`src/logic/swt_pkg.sv`:
```
// Constants shared by the suspend/wake clock controller and its wake-up timer.
// Assumes a 125 MHz system clock that keeps running as the low-power timebase.
package swt_pkg;

   // ----------------------------------------------------------------
   // Clock and timing
   // ----------------------------------------------------------------
   localparam int unsigned CLK_PERIOD_PS  = 8000;
   localparam int unsigned T_INT_HOLD_NS  = 8000;
   localparam int unsigned T_EXT_SHORT_US = 128;
   localparam int unsigned T_EXT_LONG_MS  = 4;
   localparam int unsigned T_BASE_WAKE_US = 1000;
   // Least times: hold and short delay round up to whole cycles; long delay and base period truncate
   localparam int unsigned INT_HOLD_CYC =
      (T_INT_HOLD_NS * 1000 + CLK_PERIOD_PS - 1) / CLK_PERIOD_PS;
   localparam int unsigned EXT_SHORT_CYC_DEF =
      (T_EXT_SHORT_US * 1000000 + CLK_PERIOD_PS - 1) / CLK_PERIOD_PS;
   localparam int unsigned EXT_LONG_CYC_DEF =
      (T_EXT_LONG_MS * 1000 * 1000000 / CLK_PERIOD_PS);
   localparam int unsigned BASE_WAKE_CYC_DEF =
      (T_BASE_WAKE_US * 1000000 / CLK_PERIOD_PS);
   localparam int unsigned DLY_W  = 20;
   localparam int unsigned BASE_W = 20;
   localparam int unsigned ADJ_W  = 3;
   localparam int unsigned MULT_W = 7;

   // ----------------------------------------------------------------
   // Register map (byte addresses)
   // ----------------------------------------------------------------
   localparam int unsigned ADR_W  = 8;
   localparam int unsigned DAT_W  = 32;
   localparam logic [7:0] A_CLK_CFG  = 8'h00;
   localparam logic [7:0] A_PSC      = 8'h04;
   localparam logic [7:0] A_INT_EN   = 8'h08;
   localparam logic [7:0] A_INT_STAT = 8'h0C;
   localparam logic [7:0] A_INT_MASK = 8'h10;
   localparam logic [7:0] A_STATE    = 8'h14;

   // Clock configuration fields
   localparam int unsigned CFG_EXT_OSC = 0;
   localparam int unsigned CFG_RES_DLY = 1;
   localparam int unsigned CFG_ADJ_LSB = 4;
   // Processor status/control fields
   localparam int unsigned PSC_RUN  = 0;
   localparam int unsigned PSC_SUSP = 3;
   // State readback field: running on the external clock
   localparam int unsigned STATE_EXT_BIT = 8;
   // Interrupt enable field
   localparam int unsigned IEN_WAKE = 0;
   // Event bits of status and mask
   localparam int unsigned EV_W      = 3;
   localparam int unsigned EV_TICK   = 0;
   localparam int unsigned EV_RESUME = 1;
   localparam int unsigned EV_STABLE = 2;

   localparam logic [ADJ_W-1:0] ADJ_RST = 3'h0;
   localparam logic [EV_W-1:0]  EV_RST  = 3'h0;

   // ----------------------------------------------------------------
   // Controller states
   // ----------------------------------------------------------------
   typedef enum logic [4:0] {
      ST_RUN       = 5'b0_0001,
      ST_SUSP      = 5'b0_0010,
      ST_INT_HOLD  = 5'b0_0100,
      ST_EXT_WAIT  = 5'b0_1000,
      ST_EXT_DELAY = 5'b1_0000
   } swt_state_e;

endpackage

```
`src/logic/swt_wake_timer.sv`:
```
// Periodic wake-up timer: base period times two to the power of the adjust code.
// Assumes its clock keeps running during suspend as the low-power timebase.
`timescale 1ns/10ps
module swt_wake_timer #(
   parameter int unsigned BASE_CYC = swt_pkg::BASE_WAKE_CYC_DEF
) (
   input  wire logic                     clk_in,
   input  wire logic                     reset_n_in,
   input  wire logic                     enable_in,
   input  wire logic [swt_pkg::ADJ_W-1:0] adjust_in,
   output logic                          tick_out
);
   import swt_pkg::*;

   logic [BASE_W-1:0] base_cnt;
   logic [MULT_W-1:0] mult_cnt;
   logic              tick;
   logic [BASE_W-1:0] next_base_cnt;
   logic [MULT_W-1:0] next_mult_cnt;
   logic              next_tick;
   logic [MULT_W:0]   mult_top;

   // ----------------------------------------------------------------
   // Counters
   // ----------------------------------------------------------------
   always_comb begin
      mult_top      = (MULT_W+1)'(1) << adjust_in;
      next_base_cnt = base_cnt;
      next_mult_cnt = mult_cnt;
      next_tick     = 1'b0;
      if (!enable_in) begin
         // Disabling clears the count so a new enable yields a full period
         next_base_cnt = '0;
         next_mult_cnt = '0;
      end else if (base_cnt == BASE_W'(BASE_CYC - 1)) begin
         next_base_cnt = '0;
         if ({1'b0, mult_cnt} >= mult_top - 1'b1) begin
            next_mult_cnt = '0;
            next_tick     = 1'b1;
         end else begin
            next_mult_cnt = mult_cnt + 1'b1;
         end
      end else begin
         next_base_cnt = base_cnt + 1'b1;
      end
   end

   always_ff @(posedge clk_in or negedge reset_n_in) begin
      if (!reset_n_in) begin
         base_cnt <= '0;
         mult_cnt <= '0;
         tick     <= 1'b0;
      end else begin
         base_cnt <= next_base_cnt;
         mult_cnt <= next_mult_cnt;
         tick     <= next_tick;
      end
   end

   assign tick_out = tick;

endmodule

```
`src/logic/swt_ctrl.sv`:
```
// Suspend/wake clock controller with Wishbone register slave and wake-up timer.
// Assumes a classic Wishbone master and async wake and oscillator-stable pins.
`timescale 1ns/10ps
module swt_ctrl #(
   parameter int unsigned EXT_SHORT_CYC = swt_pkg::EXT_SHORT_CYC_DEF,
   parameter int unsigned EXT_LONG_CYC  = swt_pkg::EXT_LONG_CYC_DEF,
   parameter int unsigned BASE_WAKE_CYC = swt_pkg::BASE_WAKE_CYC_DEF
) (
   input  wire logic                     CLK_IN,
   input  wire logic                     RESET_N_IN,
   input  wire logic                     WB_CYC_IN,
   input  wire logic                     WB_STB_IN,
   input  wire logic                     WB_WE_IN,
   input  wire logic [swt_pkg::ADR_W-1:0] WB_ADR_IN,
   input  wire logic [3:0]               WB_SEL_IN,
   input  wire logic [swt_pkg::DAT_W-1:0] WB_DAT_IN,
   output logic      [swt_pkg::DAT_W-1:0] WB_DAT_OUT,
   output logic                          WB_ACK_OUT,
   input  wire logic                     WAKE_EVENT_IN,
   input  wire logic                     EXT_CLK_STABLE_IN,
   output logic                          INT_CLK_EN_OUT,
   output logic                          EXT_OSC_EN_OUT,
   output logic                          EXEC_HOLD_OUT,
   output logic                          SUSPENDED_OUT,
   output logic                          WAKE_TICK_OUT,
   output logic                          IRQ_OUT
);
   import swt_pkg::*;

   // ----------------------------------------------------------------
   // Declarations
   // ----------------------------------------------------------------
   logic              wake_meta, wake_sync, stab_meta, stab_sync;
   logic              tick;
   logic              ack;
   logic [DAT_W-1:0]  rdata;
   logic              cfg_ext, cfg_res_dly, run, ien_wake;
   logic [ADJ_W-1:0]  cfg_adj;
   logic [EV_W-1:0]   stat, mask;
   logic              irq;
   logic              next_ack;
   logic [DAT_W-1:0]  next_rdata;
   logic              next_cfg_ext, next_cfg_res_dly, next_run, next_ien_wake;
   logic [ADJ_W-1:0]  next_cfg_adj;
   logic [EV_W-1:0]   next_stat, next_mask, ev_set;
   logic              next_irq;
   logic              req, wr, susp_req;
   swt_state_e        state, next_state;
   logic [DLY_W-1:0]  dly, next_dly;
   logic              src_ext, next_src_ext;
   logic              sel_ext, next_sel_ext;
   logic              wake_pend, next_wake_pend;
   logic              wake_now;
   logic              int_clk, ext_osc, hold, susp;
   logic              next_int_clk, next_ext_osc, next_hold, next_susp;

   // ----------------------------------------------------------------
   // Pin synchronisers
   // ----------------------------------------------------------------
   always_ff @(posedge CLK_IN or negedge RESET_N_IN) begin
      if (!RESET_N_IN) begin
         wake_meta <= 1'b0;
         wake_sync <= 1'b0;
         stab_meta <= 1'b0;
         stab_sync <= 1'b0;
      end else begin
         wake_meta <= WAKE_EVENT_IN;
         wake_sync <= wake_meta;
         stab_meta <= EXT_CLK_STABLE_IN;
         stab_sync <= stab_meta;
      end
   end

   // ----------------------------------------------------------------
   // Wake-up timer
   // ----------------------------------------------------------------
   // Runs from the always-on clock in every state, gated only by its enable
   swt_wake_timer #(
      .BASE_CYC   (BASE_WAKE_CYC)
   ) u_timer (
      .clk_in     (CLK_IN),
      .reset_n_in (RESET_N_IN),
      .enable_in  (ien_wake),
      .adjust_in  (cfg_adj),
      .tick_out   (tick)
   );

   // ----------------------------------------------------------------
   // Register slave
   // ----------------------------------------------------------------
   // Answer one cycle after the strobe; writes land on the acked edge
   assign req      = WB_CYC_IN & WB_STB_IN;
   assign wr       = req & WB_WE_IN & ack & WB_SEL_IN[0];
   assign susp_req = wr && (WB_ADR_IN == A_PSC) && WB_DAT_IN[PSC_SUSP];

   always_comb begin
      next_ack         = req & ~ack;
      next_rdata       = rdata;
      next_cfg_ext     = cfg_ext;
      next_cfg_res_dly = cfg_res_dly;
      next_cfg_adj     = cfg_adj;
      next_run         = run;
      next_ien_wake    = ien_wake;
      next_mask        = mask;
      ev_set           = '0;
      ev_set[EV_TICK]  = tick;
      ev_set[EV_RESUME] = (state == ST_SUSP) && (next_state != ST_SUSP);
      ev_set[EV_STABLE] = (state == ST_EXT_WAIT) && (next_state == ST_EXT_DELAY);
      next_stat        = stat | ev_set;
      if (req && !ack && !WB_WE_IN) begin
         next_rdata = '0;
         case (WB_ADR_IN)
            A_CLK_CFG: begin
               next_rdata[CFG_EXT_OSC] = cfg_ext;
               next_rdata[CFG_RES_DLY] = cfg_res_dly;
               next_rdata[CFG_ADJ_LSB +: ADJ_W] = cfg_adj;
            end
            A_PSC: begin
               next_rdata[PSC_RUN]  = run;
               next_rdata[PSC_SUSP] = (state == ST_SUSP);
            end
            A_INT_EN: begin
               next_rdata[IEN_WAKE] = ien_wake;
            end
            A_INT_STAT: begin
               next_rdata[EV_W-1:0] = stat;
            end
            A_INT_MASK: begin
               next_rdata[EV_W-1:0] = mask;
            end
            A_STATE: begin
               next_rdata[$bits(state)-1:0] = state;
               next_rdata[STATE_EXT_BIT] = src_ext;
            end
            default: begin
               next_rdata = '0;
            end
         endcase
      end
      if (wr) begin
         case (WB_ADR_IN)
            A_CLK_CFG: begin
               next_cfg_ext     = WB_DAT_IN[CFG_EXT_OSC];
               next_cfg_res_dly = WB_DAT_IN[CFG_RES_DLY];
               next_cfg_adj     = WB_DAT_IN[CFG_ADJ_LSB +: ADJ_W];
            end
            A_PSC: begin
               next_run = WB_DAT_IN[PSC_RUN];
            end
            A_INT_EN: begin
               next_ien_wake = WB_DAT_IN[IEN_WAKE];
            end
            A_INT_STAT: begin
               // A new event in the same cycle outlives the clear
               next_stat = (stat & ~WB_DAT_IN[EV_W-1:0]) | ev_set;
            end
            A_INT_MASK: begin
               next_mask = WB_DAT_IN[EV_W-1:0];
            end
            default: begin
               next_mask = mask;
            end
         endcase
      end
      next_irq = |(next_stat & next_mask);
   end

   always_ff @(posedge CLK_IN or negedge RESET_N_IN) begin
      if (!RESET_N_IN) begin
         ack         <= 1'b0;
         rdata       <= '0;
         cfg_ext     <= 1'b0;
         cfg_res_dly <= 1'b0;
         cfg_adj     <= ADJ_RST;
         run         <= 1'b0;
         ien_wake    <= 1'b0;
         stat        <= EV_RST;
         mask        <= EV_RST;
         irq         <= 1'b0;
      end else begin
         ack         <= next_ack;
         rdata       <= next_rdata;
         cfg_ext     <= next_cfg_ext;
         cfg_res_dly <= next_cfg_res_dly;
         cfg_adj     <= next_cfg_adj;
         run         <= next_run;
         ien_wake    <= next_ien_wake;
         stat        <= next_stat;
         mask        <= next_mask;
         irq         <= next_irq;
      end
   end

   // ----------------------------------------------------------------
   // Suspend and clock sequencing
   // ----------------------------------------------------------------
   assign wake_now = wake_sync | tick;

   always_comb begin
      next_state     = state;
      next_dly       = dly;
      next_src_ext   = src_ext;
      next_sel_ext   = sel_ext;
      next_wake_pend = wake_pend;
      case (state)
         ST_RUN: begin
            if (susp_req) begin
               // Source choice is frozen at the moment of entry
               next_state     = ST_SUSP;
               next_sel_ext   = cfg_ext;
               next_wake_pend = wake_now;
            end else if (cfg_ext && !src_ext) begin
               next_state = ST_EXT_WAIT;
            end
         end
         ST_SUSP: begin
            // A wake seen while run is clear is kept until run is set
            if (wake_now) begin
               next_wake_pend = 1'b1;
            end
            if ((wake_pend || wake_now) && run) begin
               next_wake_pend = 1'b0;
               if (sel_ext) begin
                  next_state = ST_EXT_WAIT;
               end else begin
                  next_state = ST_INT_HOLD;
                  next_dly   = DLY_W'(INT_HOLD_CYC - 1);
               end
            end
         end
         ST_INT_HOLD: begin
            if (dly == '0) begin
               next_state   = ST_RUN;
               next_src_ext = 1'b0;
            end else begin
               next_dly = dly - 1'b1;
            end
         end
         ST_EXT_WAIT: begin
            if (stab_sync) begin
               next_state = ST_EXT_DELAY;
               next_dly   = cfg_res_dly ? DLY_W'(EXT_LONG_CYC - 1)
                                        : DLY_W'(EXT_SHORT_CYC - 1);
            end
         end
         ST_EXT_DELAY: begin
            if (dly == '0) begin
               next_state   = ST_RUN;
               next_src_ext = 1'b1;
            end else begin
               next_dly = dly - 1'b1;
            end
         end
         default: begin
            next_state = ST_RUN;
         end
      endcase
      next_int_clk = (next_state == ST_INT_HOLD)
                   || ((next_state == ST_RUN) && !next_src_ext);
      // Oscillator stays dark on the internal clock until it is asked for
      next_ext_osc = (next_state == ST_EXT_WAIT) || (next_state == ST_EXT_DELAY)
                   || ((next_state == ST_RUN) && next_src_ext);
      next_hold    = (next_state != ST_RUN);
      next_susp    = (next_state == ST_SUSP);
   end

   always_ff @(posedge CLK_IN or negedge RESET_N_IN) begin
      if (!RESET_N_IN) begin
         state     <= ST_RUN;
         dly       <= '0;
         src_ext   <= 1'b0;
         sel_ext   <= 1'b0;
         wake_pend <= 1'b0;
         int_clk   <= 1'b1;
         ext_osc   <= 1'b0;
         hold      <= 1'b0;
         susp      <= 1'b0;
      end else begin
         state     <= next_state;
         dly       <= next_dly;
         src_ext   <= next_src_ext;
         sel_ext   <= next_sel_ext;
         wake_pend <= next_wake_pend;
         int_clk   <= next_int_clk;
         ext_osc   <= next_ext_osc;
         hold      <= next_hold;
         susp      <= next_susp;
      end
   end

   // ----------------------------------------------------------------
   // Outputs
   // ----------------------------------------------------------------
   assign WB_DAT_OUT     = rdata;
   assign WB_ACK_OUT     = ack;
   assign INT_CLK_EN_OUT = int_clk;
   assign EXT_OSC_EN_OUT = ext_osc;
   assign EXEC_HOLD_OUT  = hold;
   assign SUSPENDED_OUT  = susp;
   assign WAKE_TICK_OUT  = tick;
   assign IRQ_OUT        = irq;

endmodule

```
`config.mk`:
```
export PLATFORM = sky130hd
export DESIGN_NAME = swt_ctrl
export DESIGN_NICKNAME = d
export VERILOG_FILES = /design/src/logic/swt_pkg.sv /design/src/logic/swt_wake_timer.sv /design/src/logic/swt_ctrl.sv
export SDC_FILE = /design/constraint.sdc
export NUM_CORES = 1
export LEC_CHECK = 0
export ABC_AREA = 0
export BUFFER_PORTS_ARGS = -buffer_cell sky130_fd_sc_hd__buf_2
export CAP_MARGIN = 20
export CORE_MARGIN = 3
export CORE_UTILIZATION = 45
export DETAILED_ROUTE_END_ITERATION = 7
export PLACE_DENSITY_LB_ADDON = 0.08
export SYNTH_ARGS = -nofsm -noshare
export SYNTH_HDL_FRONTEND = slang
export SYNTH_HIERARCHICAL = 1
export SYNTH_SLANG_ARGS = --single-unit
```
`constraint.sdc`:
```
create_clock -name CLK_IN -period 3.4 [get_ports CLK_IN]
set_input_delay 0.34 -clock CLK_IN [delete_from_list [all_inputs] [get_ports CLK_IN]]
set_output_delay 0.34 -clock CLK_IN [all_outputs]
set_load 0.02 [all_outputs]
```
==> flow_summary.toml <==
[setup_path]
worst_path_largest_cell_delay_ps = 640
timing_worst_setup_path_type = "flop to flop"
critPathSlowestCell = "sky130_fd_sc_hd__or4_4"
critPathCaptureType = "flop"
timing.critical_path.cells = "inv_1, ha_1, or3b_1, or4_4, o21a_1, o22ai_2, a22oi_1"
crit_path_max_fo = 18
cp.arrival_ps = 3010
crit_path_start_kind = "flop"
cp.required_ps = 3560

[route]
ant_nets = 0
average_wire_length_per_cell_after_detail_routing_um = 15.90
total_number_of_vias = 3980
vias_per_cell = 5.653
detailedRoute.firstPassIterationCount = 5
post_route_wl_um = 11190
drtIter0Drc = 319
remaining_drc_errors = 0

[synth]
synth_seq_cells = 87
synth_top_flop_cell = "sky130_fd_sc_hd__dfrtp_1"
ys.warnings.count = 6
syn_inst = 530
distinct_cells_synth = 84
synth_async_sr_flop_share = 1.000
edff_count_synth = 0
synth_area_per_cell_um2 = 9.580
sequential_area_share_after_synthesis = 0.4293
netlist_area_before_placement_mm2 = 0.005077

[finish]
area.sequential_mm2 = 0.002180
layout_utilization = 0.5103
flow.area_growth_from_synthesis_pct = 9.906
layout.filler_cells = 1015
antenna_cells = 0
final_area_mm2 = 0.005580
nNetsFinal = 621
area_of_the_multi_input_gates_mm2 = 0.002609
final_layout_size_suffix_gt1_frac = 0.1879

[power]
ir_worst_vdd_mv = 0.3004
power.total_uw = 2533
power.density_cell_area_mw_per_mm2 = 454.0
power.static_leakage_uw = 0.002523

[grt]
total_grt_usage = 0.1847
grt_pass1_wl_um = 19160
initial_antenna_violation_count = 0
grt.overflow.total = 0
grt_max_degree = 39
vias_in_the_first_global_route = 3909

[sta]
setup_total_negative_slack_ps = 0
finalCriticalPeriod_ps = 2848
finalHoldViolations = 0
timing.final.max_slew_violations = 0
fin_skew_ps = 8.429
timing.fmax_mhz = 351.2
worst_slew_pin_slew_ps = 901.3
period_share = 0.8376
max_slew_headroom = 0.3951
grt_setup_unrepaired = "no"
setup-violations-final = 0

[floorplan]
design.die.area_mm2 = 0.01259
core-area_mm2 = 0.01094
top_level_pins = 90
std_cell_rows = 38
dieWidth_um = 112.2
initial_core_util = 0.4643
fp.dieH_um = 112.2

[cts]
cts-buffers-inserted = 9
clock_h_tree_levels = 3
clk_root_buffer_cell = "sky130_fd_sc_hd__clkbuf_16"
clk_pin_slew_worst_paths_ps = 60
clk_latency_ps = 340
cts_tree = "yes"
cts_setup_buffers = 0
tritoncts_num_sinks = 87
ctsLongestPathBuffers = 2

[job]
drv_cap = 0

[min_path]
timing.hold.worst.class = "input port to flop"

[placed_design]
placedInstanceArea_mm2 = 0.005271
gp_routability_congestion = 0.8482
placement.io_buffers = 37
place_hpwl_um = 7986

[status]
status = "finished clean"
==> layout make-up <==
class	count	share of cell area
Multi-Input combinational cell	399	0.4675
Sequential cell	87	0.3906
Timing Repair Buffer	46	0.04619
Clock buffer	9	0.04036
Tap cell	140	0.03139
Clock inverter	7	0.01323
Inverter	16	0.01076
==> cell usage after synthesis (8+ instances only) <==
| cell | instances | share of area |
|---|---|---|
| sky130_fd_sc_hd__clkbuf_1 | 17 | 0.013 |
| sky130_fd_sc_hd__dfrtp_1 | 85 | 0.42 |
| sky130_fd_sc_hd__a22oi_1 | 9 | 0.013 |
| sky130_fd_sc_hd__nor2_1 | 49 | 0.036 |
| sky130_fd_sc_hd__xor2_1 | 10 | 0.017 |
| sky130_fd_sc_hd__nand4_1 | 12 | 0.015 |
| sky130_fd_sc_hd__xnor2_1 | 13 | 0.022 |
| sky130_fd_sc_hd__nand3_1 | 20 | 0.020 |
| sky130_fd_sc_hd__inv_1 | 16 | 0.012 |
| sky130_fd_sc_hd__a21oi_1 | 14 | 0.014 |
| sky130_fd_sc_hd__buf_4 | 24 | 0.035 |
| sky130_fd_sc_hd__or3_1 | 9 | 0.011 |
| sky130_fd_sc_hd__nor3_1 | 24 | 0.024 |
| sky130_fd_sc_hd__o21ai_0 | 21 | 0.021 |
| sky130_fd_sc_hd__ha_1 | 11 | 0.027 |
| sky130_fd_sc_hd__nand2_1 | 32 | 0.024 |
| sky130_fd_sc_hd__nor4_1 | 8 | 0.0099 |
| sky130_fd_sc_hd__mux2_2 | 12 | 0.027 |
==> repair_timing <==
item,4_1_cts,5_1_grt
resized for setup,0,0
endpoints found under the hold margin,36,0
hold buffers,1,0
==> worst paths after layout <==
kind	slack, ps	startpoint	to	cells after the start
hold reg to reg	350	wake_meta$_DFF_PN0_	wake_sync$_DFF_PN0_	0
setup / recovery	550	dly[0]$_DFFE_PN0P_	dly[5]$_DFFE_PN0P_	7
setup reg to reg	550	dly[0]$_DFFE_PN0P_	dly[5]$_DFFE_PN0P_	7
hold / removal	110	EXT_CLK_STABLE_IN	stab_meta$_DFF_PN0_	1
max in group asynchronous	2140	RESET_N_IN	dly[5]$_DFFE_PN0P_	3
min in group asynchronous	500	RESET_N_IN	cfg_adj[1]$_DFFE_PN0P_	2
==> sequential cells by signal, indices dropped and copies added, names as in the netlist, 3 cells and up <==
register and flops:
dly 20, u_timer/base_cnt 20, WB_DAT_OUT 8, u_timer/mult_cnt 7, state 5, cfg_adj 3, mask 3, stat 3
==> kinds of logic (layout without fill, tap and decap cells) <==
group,Yosys count,count (layout),share of synthesized area
compound gates,118,118,0.1666
xor+xnor,23,23,0.03967
other cells,1,24,0.0007386
mux,13,13,0.02859
buf+inv,67,78,0.07466
simple gates,210,210,0.2334
fa+ha+maj,11,11,0.02711
flops,87,87,0.4293
==> stage by stage <==
| step | setup slack, ps | cells | hold slack [ps] |
|---|---|---|---|
| 6_report | 552.3 | 704 | 111.8 |
| 5_1_grt | 442.1 | 704 | 105.3 |
| 4_1_cts | 572.1 | 704 | 96.99 |
| 3_5_place_dp | 585.3 | 687 | 335.4 |
| 3_3_place_gp | 610.2 | 687 | 333.0 |
| 2_1_floorplan | 676.8 | 553 | 44.41 |
==> worst max-delay path, delay by kind of cell (launching register included) <==
family,cells,cell delay (ps)
adders and majority gates,1,180
DFF,1,410
AOI/OAI and AO/OA,3,880
buffers and inverters,1,70
and+or+nand+nor,2,1130
==> cells in the final DEF, fill, tap and decap left out, types with 4 or more instances in the layout <==
cell                        netlist  layout
sky130_fd_sc_hd__or2_2            5       5
sky130_fd_sc_hd__inv_1           16      16
sky130_fd_sc_hd__nor2_1          49      49
sky130_fd_sc_hd__and3_2           5       5
sky130_fd_sc_hd__buf_2            2      36
sky130_fd_sc_hd__nand2b_1         4       4
sky130_fd_sc_hd__a21boi_1         5       5
sky130_fd_sc_hd__a21oi_1         14      14
sky130_fd_sc_hd__a31oi_1          5       5
sky130_fd_sc_hd__a22oi_1          9       9
sky130_fd_sc_hd__clkbuf_16        0       9
sky130_fd_sc_hd__a22o_1           7       7
sky130_fd_sc_hd__o21ai_0         21      20
sky130_fd_sc_hd__a21o_1           5       5
sky130_fd_sc_hd__ha_1            11      11
sky130_fd_sc_hd__nand3_1         20      20
sky130_fd_sc_hd__nand2_1         32      32
sky130_fd_sc_hd__mux2_2          12      12
sky130_fd_sc_hd__xnor2_1         13      13
sky130_fd_sc_hd__nor3_1          24      24
sky130_fd_sc_hd__a21boi_0         5       5
sky130_fd_sc_hd__nand4_1         12      12
sky130_fd_sc_hd__nor4_1           8       8
sky130_fd_sc_hd__buf_4           24       9
sky130_fd_sc_hd__o22ai_1          6       6
sky130_fd_sc_hd__xor2_1          10      10
sky130_fd_sc_hd__or3_1            9       9
sky130_fd_sc_hd__dfrtp_1         85      85
sky130_fd_sc_hd__conb_1           1      24
==> per-layer routing <==
| layer | part of all wire | GRT usage | routed length (µm) |
|---|---|---|---|
| met2 | 0.45 | 0.2872 | 5039 |
| met4 | 0.019 | 0.06891 | 215 |
| met5 | 0 | 0 | 0 |
| met3 | 0.050 | 0.04043 | 562 |
| met1 | 0.48 | 0.2543 | 5375 |
==> where the power goes <==
part | internal (µW) | switching (µW) | leakage [µW] | total [µW]
Clock | 570 | 409 | 0.000145 | 979
Sequential | 1090 | 40.9 | 0.00118 | 1130
Combinational | 152 | 274 | 0.00120 | 425
Total | 1810 | 723 | 0.00252 | 2530
Power figures use the tool's default switching activity.
